File: src/hw/tm16_map.vh
// Register offsets, field positions and reset values of the 16-bit timer.
// Functional notes
// - Single-pulse trigger edge copies counter to capture one and sets its flag.
// - Trigger edge reloads counter to fffc and drives during-pulse level.
// - Single-pulse match with compare one drives after-pulse level.
// - Single-pulse mode never sets match flag one; match flag two works.
// - Both mode bits set means PWM only.
// - Single-pulse: input two still captures; every input one edge restarts.
// - Single-pulse: compare two flags elapsed time but drives no pin.
// - PWM: compare values reach shadows only at period end.
// - Compare high byte write blocks transfer until low byte written.
// - PWM: compare never inhibited.
// - PWM: match one gives after-pulse level, match two during-pulse level.
// - PWM: match two reloads counter to fffc.
// - PWM: match flags never set.
// - PWM: match two sets capture flag one.
// - PWM: input one disconnected; input two still captures.
// - Timer runs in wait; enabled interrupt wakes from wait.
// - Halt freezes counter and registers; resume from held value.
// - Capture edge in halt arms; exit sets flag, captures counter.
// - No timer event wakes from halt.
// - One shared interrupt, each event gated by enable and global mask.
// - Capture flag clears after status read then low byte access.
// - Tick is clock over 2, 4, 8 or external edge.
// - Tick select 00 div4, 01 div2, 10 div8, 11 external.
// - Pin enable clear releases wave pin; compare keeps running.
`ifndef TM16_MAP_VH
`define TM16_MAP_VH
`define TM16_A_CTRL1 4'h0
`define TM16_A_CTRL2 4'h1
`define TM16_A_FLAGS 4'h2
`define TM16_A_IC1H  4'h3
`define TM16_A_IC1L  4'h4
`define TM16_A_IC2H  4'h5
`define TM16_A_IC2L  4'h6
`define TM16_A_OC1H  4'h7
`define TM16_A_OC1L  4'h8
`define TM16_A_OC2H  4'h9
`define TM16_A_OC2L  4'ha
`define TM16_A_CNTH  4'hb
`define TM16_A_CNTL  4'hc
`define TM16_B_CAP_IE   7
`define TM16_B_MATCH_IE 6
`define TM16_B_OVF_IE   5
`define TM16_B_FORCE2   4
`define TM16_B_FORCE1   3
`define TM16_B_DURING   2
`define TM16_B_EDGE1    1
`define TM16_B_AFTER    0
`define TM16_B_PIN1_EN  7
`define TM16_B_PIN2_EN  6
`define TM16_B_SINGLE   5
`define TM16_B_PWM      4
`define TM16_B_SRC_HI   3
`define TM16_B_SRC_LO   2
`define TM16_B_EDGE2    1
`define TM16_B_EXT_EDGE 0
`define TM16_SRC_DIV4 2'h0
`define TM16_SRC_DIV2 2'h1
`define TM16_SRC_DIV8 2'h2
`define TM16_CTRL_RST 8'h00
`define TM16_CNT_RST  16'hfffc
`define TM16_CNT_MAX  16'hffff
`define TM16_OC_RST   16'h8000
`endif

File: src/hw/tm16_timer.v
// 16-bit timer with single-pulse and PWM modes behind a byte register port.
//
// Added by the designer: the strobed register port and the address map.
`timescale 1ns/1ps
`default_nettype none
`include "tm16_map.vh"
module tm16_timer
(
  input  wire       i_clk,
  input  wire       i_rst_n,
  input  wire [3:0] i_addr,
  input  wire [7:0] i_wdata,
  input  wire       i_wr,
  input  wire       i_rd,
  output reg  [7:0] o_rdata,
  input  wire       i_capture_input_one,
  input  wire       i_capture_input_two,
  input  wire       i_ext_clk,
  input  wire       i_halt,
  input  wire       i_wait,
  input  wire       i_irq_mask,
  output reg        o_wave_output_one,
  output reg        o_wave_output_one_oe,
  output reg        o_wave_output_two,
  output reg        o_wave_output_two_oe,
  output reg        o_irq,
  output reg        o_wake
);

////////////////////////////////////////////////////////////////////////////
reg  [7:0]  ctrl1_q;
reg  [7:0]  ctrl2_q;
reg  [15:0] cnt_q;
reg  [15:0] cap1_q;
reg  [15:0] cap2_q;
reg  [15:0] cmp1_q;
reg  [15:0] cmp2_q;
reg  [7:0]  cmp1_hi_q;
reg  [7:0]  cmp2_hi_q;
reg         cmp1_lock_q;
reg         cmp2_lock_q;
reg  [15:0] sh1_q;
reg  [15:0] sh2_q;
reg  [4:0]  flags_q;
reg  [4:0]  clr_arm_q;
reg         cap1_lock_q;
reg         cap2_lock_q;
reg  [1:0]  halt_arm_q;
reg         halt_q;
reg  [2:0]  pre_q;
reg  [2:0]  s1_q;
reg  [2:0]  s2_q;
reg  [2:0]  s3_q;
reg  [7:0]  rdata_d;
reg         tick;
wire [4:0]  flags_set;
wire [4:0]  flags_clr;
wire [2:0]  rise;
wire [2:0]  fall;
wire        single_on;
wire        pwm_on;
wire        edge1;
wire        edge2;
wire        ext_tick;
wire        run;
wire        halt_exit;
wire        m1;
wire        m2;
wire        trig;
wire        reload;
wire        cap1_take;
wire        cap2_take;
wire        irq_d;
wire        rd_flags;

////////////////////////////////////////////////////////////////////////////
// Pins pass two flops; the third stage only serves edge detection.
always @(posedge i_clk or negedge i_rst_n)
begin
  if (!i_rst_n)
  begin
    s1_q <= 3'h0;
    s2_q <= 3'h0;
    s3_q <= 3'h0;
  end
  else
  begin
    s1_q <= {i_ext_clk, i_capture_input_two, i_capture_input_one};
    s2_q <= s1_q;
    s3_q <= s2_q;
  end
end

assign rise = s2_q & ~s3_q;
assign fall = ~s2_q & s3_q;
assign edge1 = ctrl1_q[`TM16_B_EDGE1] ? rise[0] : fall[0];
assign edge2 = ctrl2_q[`TM16_B_EDGE2] ? rise[1] : fall[1];
assign ext_tick = ctrl2_q[`TM16_B_EXT_EDGE] ? rise[2] : fall[2];

assign pwm_on = ctrl2_q[`TM16_B_PWM];
assign single_on = ctrl2_q[`TM16_B_SINGLE] & ~pwm_on;
assign run = ~i_halt;
assign halt_exit = halt_q & ~i_halt;

////////////////////////////////////////////////////////////////////////////
// Prescaler, frozen with the counter during halt.
always @(posedge i_clk or negedge i_rst_n)
begin
  if (!i_rst_n)
  begin
    pre_q <= 3'h0;
  end
  else if (run)
  begin
    pre_q <= pre_q + 3'h1;
  end
end

always @*
begin
  case (ctrl2_q[`TM16_B_SRC_HI:`TM16_B_SRC_LO])
    `TM16_SRC_DIV4: tick = (pre_q[1:0] == 2'h3);
    `TM16_SRC_DIV2: tick = pre_q[0];
    `TM16_SRC_DIV8: tick = (pre_q == 3'h7);
    default:        tick = ext_tick;
  endcase
end

////////////////////////////////////////////////////////////////////////////
// Outside PWM the compare is inhibited while a high byte waits for its low.
assign m1 = run & tick & (cnt_q == sh1_q) & (pwm_on | ~cmp1_lock_q);
assign m2 = run & tick & (cnt_q == sh2_q) & (pwm_on | ~cmp2_lock_q);
assign trig = single_on & edge1 & run;
assign reload = trig | (pwm_on & m2);
assign cap1_take = edge1 & ~pwm_on & run & ~cap1_lock_q;
assign cap2_take = edge2 & run & ~cap2_lock_q;
assign rd_flags = i_rd & (i_addr == `TM16_A_FLAGS);

// Flag order: capture one, match one, overflow, capture two, match two.
assign flags_set[4] = cap1_take | (pwm_on & m2)
                    | (halt_exit & halt_arm_q[0]);
assign flags_set[3] = m1 & ~single_on & ~pwm_on;
assign flags_set[2] = run & tick & ~reload & (cnt_q == `TM16_CNT_MAX);
assign flags_set[1] = cap2_take | (halt_exit & halt_arm_q[1]);
assign flags_set[0] = m2 & ~pwm_on;

assign flags_clr[4] = clr_arm_q[4] & (i_rd | i_wr)
                    & (i_addr == `TM16_A_IC1L);
assign flags_clr[3] = clr_arm_q[3] & (i_rd | i_wr)
                    & (i_addr == `TM16_A_OC1L);
assign flags_clr[2] = clr_arm_q[2] & (i_rd | i_wr)
                    & (i_addr == `TM16_A_CNTL);
assign flags_clr[1] = clr_arm_q[1] & (i_rd | i_wr)
                    & (i_addr == `TM16_A_IC2L);
assign flags_clr[0] = clr_arm_q[0] & (i_rd | i_wr)
                    & (i_addr == `TM16_A_OC2L);

// A new event in the clearing cycle survives the clear.
always @(posedge i_clk or negedge i_rst_n)
begin
  if (!i_rst_n)
  begin
    flags_q   <= 5'h00;
    clr_arm_q <= 5'h00;
  end
  else
  begin
    flags_q <= flags_set | (flags_q & ~flags_clr);
    if (rd_flags)
    begin
      clr_arm_q <= flags_q;
    end
    else
    begin
      clr_arm_q <= clr_arm_q & ~flags_clr;
    end
  end
end

////////////////////////////////////////////////////////////////////////////
// Counter and capture registers.
always @(posedge i_clk or negedge i_rst_n)
begin
  if (!i_rst_n)
  begin
    cnt_q  <= `TM16_CNT_RST;
    cap1_q <= 16'h0000;
    cap2_q <= 16'h0000;
  end
  else
  begin
    if (reload)
    begin
      cnt_q <= `TM16_CNT_RST;
    end
    else if (run & tick)
    begin
      cnt_q <= cnt_q + 16'h0001;
    end
    if (cap1_take | (halt_exit & halt_arm_q[0]))
    begin
      cap1_q <= cnt_q;
    end
    if (cap2_take | (halt_exit & halt_arm_q[1]))
    begin
      cap2_q <= cnt_q;
    end
  end
end

// Capture edges during halt are remembered and served on the way out.
always @(posedge i_clk or negedge i_rst_n)
begin
  if (!i_rst_n)
  begin
    halt_q     <= 1'b0;
    halt_arm_q <= 2'h0;
  end
  else
  begin
    halt_q <= i_halt;
    if (halt_exit)
    begin
      halt_arm_q <= 2'h0;
    end
    else if (i_halt)
    begin
      halt_arm_q <= halt_arm_q | {edge2, edge1 & ~pwm_on};
    end
  end
end

////////////////////////////////////////////////////////////////////////////
// Software side: control, compare buffers and capture read locks.
always @(posedge i_clk or negedge i_rst_n)
begin
  if (!i_rst_n)
  begin
    ctrl1_q     <= `TM16_CTRL_RST;
    ctrl2_q     <= `TM16_CTRL_RST;
    cmp1_q      <= `TM16_OC_RST;
    cmp2_q      <= `TM16_OC_RST;
    cmp1_hi_q   <= 8'h80;
    cmp2_hi_q   <= 8'h80;
    cmp1_lock_q <= 1'b0;
    cmp2_lock_q <= 1'b0;
    cap1_lock_q <= 1'b0;
    cap2_lock_q <= 1'b0;
  end
  else
  begin
    if (i_wr)
    begin
      if (i_addr == `TM16_A_CTRL1)
      begin
        ctrl1_q <= i_wdata;
      end
      else if (i_addr == `TM16_A_CTRL2)
      begin
        ctrl2_q <= i_wdata;
      end
      else if (i_addr == `TM16_A_OC1H)
      begin
        cmp1_hi_q   <= i_wdata;
        cmp1_lock_q <= 1'b1;
      end
      else if (i_addr == `TM16_A_OC1L)
      begin
        cmp1_q      <= {cmp1_hi_q, i_wdata};
        cmp1_lock_q <= 1'b0;
      end
      else if (i_addr == `TM16_A_OC2H)
      begin
        cmp2_hi_q   <= i_wdata;
        cmp2_lock_q <= 1'b1;
      end
      else if (i_addr == `TM16_A_OC2L)
      begin
        cmp2_q      <= {cmp2_hi_q, i_wdata};
        cmp2_lock_q <= 1'b0;
      end
    end
    if (i_rd)
    begin
      if (i_addr == `TM16_A_IC1H)
      begin
        cap1_lock_q <= 1'b1;
      end
      else if (i_addr == `TM16_A_IC1L)
      begin
        cap1_lock_q <= 1'b0;
      end
      else if (i_addr == `TM16_A_IC2H)
      begin
        cap2_lock_q <= 1'b1;
      end
      else if (i_addr == `TM16_A_IC2L)
      begin
        cap2_lock_q <= 1'b0;
      end
    end
  end
end

// Shadows track the buffers outside PWM; in PWM they move at period end.
always @(posedge i_clk or negedge i_rst_n)
begin
  if (!i_rst_n)
  begin
    sh1_q <= `TM16_OC_RST;
    sh2_q <= `TM16_OC_RST;
  end
  else if (!pwm_on)
  begin
    sh1_q <= cmp1_q;
    sh2_q <= cmp2_q;
  end
  else if (m2)
  begin
    sh1_q <= cmp1_q;
    sh2_q <= cmp2_q;
  end
end

////////////////////////////////////////////////////////////////////////////
// Waveform pins; the level latch runs even while the pin is released.
always @(posedge i_clk or negedge i_rst_n)
begin
  if (!i_rst_n)
  begin
    o_wave_output_one    <= 1'b0;
    o_wave_output_two    <= 1'b0;
    o_wave_output_one_oe <= 1'b0;
    o_wave_output_two_oe <= 1'b0;
  end
  else
  begin
    o_wave_output_one_oe <= ctrl2_q[`TM16_B_PIN1_EN];
    o_wave_output_two_oe <= ctrl2_q[`TM16_B_PIN2_EN];
    if (trig)
    begin
      o_wave_output_one <= ctrl1_q[`TM16_B_DURING];
    end
    else if (pwm_on & m2)
    begin
      o_wave_output_one <= ctrl1_q[`TM16_B_DURING];
    end
    else if ((single_on | pwm_on) & m1)
    begin
      o_wave_output_one <= ctrl1_q[`TM16_B_AFTER];
    end
    else if (!single_on & !pwm_on & (m1 | ctrl1_q[`TM16_B_FORCE1]))
    begin
      o_wave_output_one <= ctrl1_q[`TM16_B_AFTER];
    end
    // Compare two drives its pin only in plain compare operation.
    if (!single_on & !pwm_on & (m2 | ctrl1_q[`TM16_B_FORCE2]))
    begin
      o_wave_output_two <= ctrl1_q[`TM16_B_DURING];
    end
  end
end

////////////////////////////////////////////////////////////////////////////
// Shared request; flags cannot rise in halt, so halt is never left by it.
assign irq_d = ~i_irq_mask
             & ((ctrl1_q[`TM16_B_CAP_IE] & (flags_q[4] | flags_q[1]))
             | (ctrl1_q[`TM16_B_MATCH_IE] & (flags_q[3] | flags_q[0]))
             | (ctrl1_q[`TM16_B_OVF_IE] & flags_q[2]));

always @(posedge i_clk or negedge i_rst_n)
begin
  if (!i_rst_n)
  begin
    o_irq  <= 1'b0;
    o_wake <= 1'b0;
  end
  else
  begin
    o_irq  <= irq_d;
    o_wake <= irq_d & i_wait & ~i_halt;
  end
end

////////////////////////////////////////////////////////////////////////////
always @*
begin
  rdata_d = 8'h00;
  if (i_addr == `TM16_A_CTRL1)
    rdata_d = ctrl1_q;
  else if (i_addr == `TM16_A_CTRL2)
    rdata_d = ctrl2_q;
  else if (i_addr == `TM16_A_FLAGS)
    rdata_d = {flags_q, 3'h0};
  else if (i_addr == `TM16_A_IC1H)
    rdata_d = cap1_q[15:8];
  else if (i_addr == `TM16_A_IC1L)
    rdata_d = cap1_q[7:0];
  else if (i_addr == `TM16_A_IC2H)
    rdata_d = cap2_q[15:8];
  else if (i_addr == `TM16_A_IC2L)
    rdata_d = cap2_q[7:0];
  else if (i_addr == `TM16_A_OC1H)
    rdata_d = cmp1_q[15:8];
  else if (i_addr == `TM16_A_OC1L)
    rdata_d = cmp1_q[7:0];
  else if (i_addr == `TM16_A_OC2H)
    rdata_d = cmp2_q[15:8];
  else if (i_addr == `TM16_A_OC2L)
    rdata_d = cmp2_q[7:0];
  else if (i_addr == `TM16_A_CNTH)
    rdata_d = cnt_q[15:8];
  else if (i_addr == `TM16_A_CNTL)
    rdata_d = cnt_q[7:0];
end

// Read data stand for one cycle per read-strobe cycle, zero otherwise.
always @(posedge i_clk or negedge i_rst_n)
begin
  if (!i_rst_n)
  begin
    o_rdata <= 8'h00;
  end
  else
  begin
    o_rdata <= i_rd ? rdata_d : 8'h00;
  end
end

endmodule
`default_nettype wire

File: config.mk
export PLATFORM = sky130hd
export DESIGN_NAME = tm16_timer
export DESIGN_NICKNAME = d
export VERILOG_FILES = /design/src/hw/tm16_timer.v
export VERILOG_INCLUDE_DIRS = /design/src /design/src/hw
export SDC_FILE = /design/constraint.sdc
export NUM_CORES = 1
export LEC_CHECK = 0
export BUFFER_PORTS_ARGS = -buffer_cell sky130_fd_sc_hd__buf_4
export CAP_MARGIN = 20
export CORE_ASPECT_RATIO = 0.6
export CORE_UTILIZATION = 56
export DETAILED_ROUTE_END_ITERATION = 10
export PLACE_DENSITY = 0.76
export SLEW_MARGIN = 15
export SYNTH_ARGS = -nofsm -noshare
export SYNTH_HDL_FRONTEND = slang
export SYNTH_SLANG_ARGS = --single-unit
File: constraint.sdc
create_clock -name i_clk -period 2.3 [get_ports i_clk]
set_input_delay 0.115 -clock i_clk [delete_from_list [all_inputs] [get_ports i_clk]]
set_output_delay 0.115 -clock i_clk [all_outputs]
set_load 0.05 [all_outputs]
---- Yosys cells after proc, flatten, opt, wreduce, memory -nomap -nowiden ----
Index checks and enable logic that the tools add are counted.
operators by class
  $add $sub $neg .......................... 2
  bitwise logic cells ..................... 83
  reduce and logical (&&, ||, !) cells .... 21
  multiply operators ...................... 0
  div/mod/pow operators ................... 0
  eq/ne operators ......................... 20
  order comparisons ....................... 0
  shifts and indexed selects .............. 0
  mux-type cells .......................... 39
operators by type and width
  kind                                                             count
  8-bit two-way mux                                                14
  16-bit two-way mux                                               6
  1-bit bitwise AND                                                43
  16-bit == test                                                   2
  4-bit == test, second input constant                             5
  16-bit by 1-bit adder with 16-bit output, second input constant  1
  16-bit == test, second input constant                            1
  4-bit by 3-bit == test with 1-bit output, second input constant  4
  1-bit inverter                                                   16
  1-bit two-way mux                                                15
  1-bit bitwise OR                                                 15
  4-bit AND reduction                                              3
  6-bit AND reduction                                              2
  2-bit nonzero test                                               6
  5-bit bitwise AND                                                2
  4-bit by 2-bit == test with 1-bit output, second input constant  2
  7-bit AND reduction                                              1
  3-bit bitwise AND                                                2
  3-bit inverter                                                   2
  5-bit two-way mux                                                1
  5-bit inverter                                                   1
  5-bit bitwise OR                                                 1
  5-bit AND reduction                                              1
  2-bit == test, second input constant                             2
  other kinds (14)                                                 17
storage, ports and cells
  memory bits (read-only) ................. 0
  logic and storage cells ................. 195
  RAM bits ................................ 0
  input port bits ......................... 22
  flip-flop bits (word level) ............. 187
  memories kept ........................... 0
  output and inout bits ................... 14
  latch bits .............................. 0

---- Longest topological paths before layout ----
  depth in word-level cells ............... 15
  mapped depth ............................ 8
  depth with buffers taken out ............ 7

---- Worst setup path after synthesis ----
Ideal clock, no wire load.
  path kind ............................... register -> register
  from .................................... reg cnt_q[10]
  to ...................................... reg sh1_q[0]
  path slack .............................. 0.012 ns
  period minus slack after synthesis ...... 2.288 ns
  arrival time ............................ 2.161 ns
  stages on the path, launching flop included .. 9
  required time ........................... 2.173 ns
  buffers on the path ..................... 2
  setup time .............................. 0.127 ns
  path through ............................ dfstp_2 > clkbuf_1 > xnor2_1 > nand4_1 > a2111oi_2 > nand2_2 > nand2_2 > buf_6 > mux2_1
between the ends
  word-level cells in the longest chain between the ends .. 4
ends and longest elaborated chain
  element                                             RTL line          text
  start, declared                                     tm16_timer.v:33   reg [15:0] cnt_q;
  start signal, assigned                              tm16_timer.v:186  cnt_q <= `TM16_CNT_RST;
  start signal, assigned                              tm16_timer.v:194  cnt_q <= `TM16_CNT_RST;
  start signal, assigned                              tm16_timer.v:198  cnt_q <= cnt_q + 16'h0001;
  16-bit == test                                      tm16_timer.v:132  assign m2 = run & tick & (cnt_q == sh2_q) & (pwm_on | ~cmp2_lock_q);
  1-bit bitwise AND (2 in a row)                      tm16_timer.v:132
  2-bit by 1-bit != test with 1-bit output (no line)  n/a
  end signal, assigned                                tm16_timer.v:310  sh1_q <= `TM16_OC_RST;
  end signal, assigned                                tm16_timer.v:315  sh1_q <= cmp1_q;
  end signal, assigned                                tm16_timer.v:320  sh1_q <= cmp1_q;
  end, declared                                       tm16_timer.v:42   reg [15:0] sh1_q;
No other way between the ends.
A chain may end at the register's enable or synchronous reset.

---- Worst setup path after layout ----
  from .................................... reg cnt_q[9]
  to ...................................... reg sh2_q[11]
between the ends
  word-level cells in the longest chain between the ends .. 4
ends and longest elaborated chain
  element                                             RTL line          text
  16-bit == test                                      tm16_timer.v:132
  1-bit bitwise AND (2 in a row)                      tm16_timer.v:132
  2-bit by 1-bit != test with 1-bit output (no line)  n/a
  end signal, assigned                                tm16_timer.v:311  sh2_q <= `TM16_OC_RST;
  end signal, assigned                                tm16_timer.v:316  sh2_q <= cmp2_q;
  end signal, assigned                                tm16_timer.v:321  sh2_q <= cmp2_q;
  end, declared                                       tm16_timer.v:43   reg [15:0] sh2_q;
No other way between the ends.

==> results.json <==
{
  "outcome": "complete, no violations",
  "skew_ps": 13.8,
  "die_h_um": 99.9,
  "netlist_instances": 776,
  "yosysSeqAreaShare": 0.526,
  "synth_area_sq_mm": 0.00894,
  "comb_power_share": 0.291,
  "synth.top_cell.area_share": 0.467,
  "max-slew-margin-rel": 0.570,
  "antenna_found_initial": 1,
  "reg2reg_from": "cnt_q[9]$_DFFE_PN1P_",
  "ys.flop_type": "dfrtp_1",
  "synth_commonest_cells": "167 x dfrtp_1, 98 x mux2_2, 76 x nand2_1, 45 x o21ai_0, 34 x clkbuf_1",
  "rsz0062_at_grt": "no",
  "tightest_slew_ps": 639,
  "synth_edf_count": 0,
  "finalMaxSlewViolations": 0,
  "hold_class": "in -> reg",
  "cts_buffer_depth": 2,
  "fill_cells": 1094,
  "finalPower_uw": 11800,
  "die_area_sq_mm": 0.0165,
  "p_int_uw": 7600,
  "syn_area_per_cell_sq_um": 11.5,
  "cap_violations": 0,
  "ys_seq_elements": 187,
  "worstSetupPathType": "reg -> reg",
  "worstSkewPairLatency_ps": 440,
  "initial_core_util": 0.578,
  "wirelength_mm": 26.5,
  "end_kind": "register",
  "dp_slack_ps": 69.8,
  "path_cells": "xnor2_1 > nand3_1 > a2111oi_4 > nand2_2 > nand2_4 > buf_12 > mux2_1",
  "ant_nets": 0,
  "cts-root-buf": "clkbuf_16",
  "whs_endpoint": "cmp1_hi_q[6]$_DFFE_PN0P_",
  "period_share": 0.962,
  "antenna_cells": 0,
  "first_pass_iters": 6,
  "numCtsBuffers": 17,
  "vias": 6700,
  "cp_max_fo": 16,
  "slowest_delay_ps": 590,
  "synth_area_leader_cell": "dfrtp_1",
  "clock_sinks": 187,
  "ios": 36,
  "nets": 880,
  "rr_worst_depth": 7,
  "htree_num_levels": 4,
  "min_period_ps": 2210,
  "fin_tns_setup_ps": 0,
  "placed_cell_area_sq_mm": 0.00976,
  "grt_pass1_wl_mm": 40.1,
  "cp-start-kind": "register",
  "grt-ovfl-total": 0,
  "worst-r2r-setup-slack_ps": 90,
  "p_per_area_mw_per_mm2": 1120,
  "min_from": "i_wdata[6]",
  "instances_no_fill": 1071,
  "postLayoutCellArea_sq_mm": 0.0106,
  "multi_input_area_sq_mm": 0.00395,
  "syn_to_final_growth_pct": 18.4,
  "dpl.hpwl_mm": 19.0,
  "ys_types": 69,
  "cts.clk_slew.worst_paths_ps": 80,
  "io_buffers": 35,
  "leakage_uw": 0.00457,
  "grt_use_total": 0.341,
  "tritoncts": "done",
  "synth_area_leaders": "dfrtp_1 47%, mux2_2 12%, dfstp_2 5.9%",
  "cp_slowest_cell": "dfstp_2",
  "fmax_mhz": 452,
  "post_drt_via_cell_ratio": 6.26,
  "switching_share": 0.357,
  "finalWorstSetupSlack_ps": 86.7,
  "wl_per_cell_um": 24.8,
  "power_switching_uw": 4220,
  "place_congestion": 1.03,
  "setup_viol": 0,
  "synthMostInstantiatedCell": "dfrtp_1",
  "dpl.cell_count": 1023,
  "die_w_um": 165,
  "pwr-share-seq": 0.450,
  "seqCellArea_sq_mm": 0.00471,
  "grt_max_degree": 64,
  "grt_pass1_vias": 6537,
  "coreArea_sq_mm": 0.0155,
  "drive_gt1_frac": 0.312,
  "hold_violations": 0,
  "drt-initial-drc-count": 1130,
  "ir_worst_vdd_v": 0.000703,
  "synthArstFlopShare": 1.00,
  "crit_required_ps": 2610,
  "whs_path_depth": 2,
  "yosys_warnings": 0,
  "drc": 0,
  "syn_nets": 801,
  "rows": 35,
  "cp.arrival_ps": 2520,
  "power_frac_clock": 0.259,
  "timing.rr.end": "sh2_q[11]$_DFFE_PN0P_"
}
==> power by group through the flow <==
stage | clock network [uW] | logic (uW) | registers (uW)
2_1_floorplan | 0 | 2230 | 4980
3_3_place_gp | 0 | 3170 | 5250
3_5_place_dp | 0 | 3280 | 5300
4_1_cts | 3090 | 3340 | 5260
5_1_grt | 3210 | 3690 | 5400
6_report | 3060 | 3440 | 5310
==> repair_timing <==
action,in CTS,in global routing
hold buffers,15,0
setup endpoints to repair,0,35
resized for setup,0,6
endpoints found under the hold margin,95,0
buffers inserted,0,0
==> cells in the final DEF, fill, tap and decap left out, types with 14 or more instances in the layout <==
master / Yosys / layout
dfrtp_1: 167 / 166
mux2_2: 98 / 98
buf_4: 1 / 93
nand2_1: 76 / 76
o21ai_0: 45 / 45
a21oi_1: 30 / 30
mux2_1: 30 / 30
nor2_1: 29 / 29
xnor2_1: 27 / 27
dfstp_2: 20 / 20
clkbuf_16: 0 / 18
xor2_1: 17 / 17
dlygate4sd3_1: 0 / 15
inv_1: 14 / 14
nand3_1: 14 / 14
==> critical path, delay by kind of cell (launching register included) <==
family                 cells  cell delay [ps]
AO/OA/AOI/OAI              1              410
XOR/XNOR                   1              130
buffers and inverters      1              170
flip-flops                 1              590
multiplexers               1              370
AND/OR/NAND/NOR            3              420
==> registers in the layout, summed over array words and instances, names as in the netlist, 2 cells and up <==
name	count
cap1_q	16
cap2_q	16
cmp1_q	16
cmp2_q	16
cnt_q	16
sh1_q	16
sh2_q	16
cmp1_hi_q	8
cmp2_hi_q	8
ctrl1_q	8
ctrl2_q	8
o_rdata	8
clr_arm_q	5
flags_q	5
pre_q	3
s1_q	3
s2_q	3
s3_q	3
halt_arm_q	2
==> per-layer routing <==
layer  track usage  vias to the layer above  wire length, um
met4        0.0812                        0              420
met5             0                        -                0
met1         0.530                     3355            12000
li1              -                     2910                -
met3         0.110                       41             3430
met2         0.454                      394            10700
==> area by class of cell <==
class                           instances  area share
Sequential cell                       187       0.444
Multi-Input combinational cell        518       0.373
Timing Repair Buffer                  116      0.0951
Clock buffer                           18      0.0405
Tap cell                              203      0.0240
Clock inverter                         14      0.0177
Inverter                               15     0.00532
==> metrics by stage <==
step | hold slack (ps) | util
floorplan | -181 | -
global placement | 128 | 0.632
detailed placement | 134 | 0.632
CTS | 25.8 | 0.681
global route | 43.2 | 0.685
finish | 41.3 | 0.685
==> worst max path at each step <==
stage,slack [ps],startpoint,endpoint,cells past startpoint
after floorplan,10,cnt_q[10]$_DFFE_PN1P_,sh1_q[0]$_DFFE_PN0P_,8
after global placement,100,pre_q[0]$_DFFE_PN0N_,o_wave_output_one$_DFFE_PN0P_,9
after detailed placement,70,pre_q[0]$_DFFE_PN0N_,o_wave_output_one$_DFFE_PN0P_,8
after CTS,4,cnt_q[14]$_DFFE_PN1P_,sh2_q[11]$_DFFE_PN0P_,7
after global routing,20,cnt_q[8]$_DFFE_PN1P_,sh2_q[11]$_DFFE_PN0P_,7
final,90,cnt_q[9]$_DFFE_PN1P_,sh2_q[11]$_DFFE_PN0P_,7
==> cell families (layout without fill, tap and decap cells) <==
| kind of cell | Yosys count | count (layout) | share of synthesized area |
|---|---|---|---|
| simple gates | 186 | 186 | 0.107 |
| xor+xnor | 44 | 44 | 0.0431 |
| fa+ha+maj | 3 | 3 | 0.00420 |
| flops | 187 | 187 | 0.526 |
| compound gates | 146 | 146 | 0.110 |
| mux | 139 | 139 | 0.174 |
| buf+inv | 71 | 163 | 0.0358 |
Power figures use the tool's default switching activity.
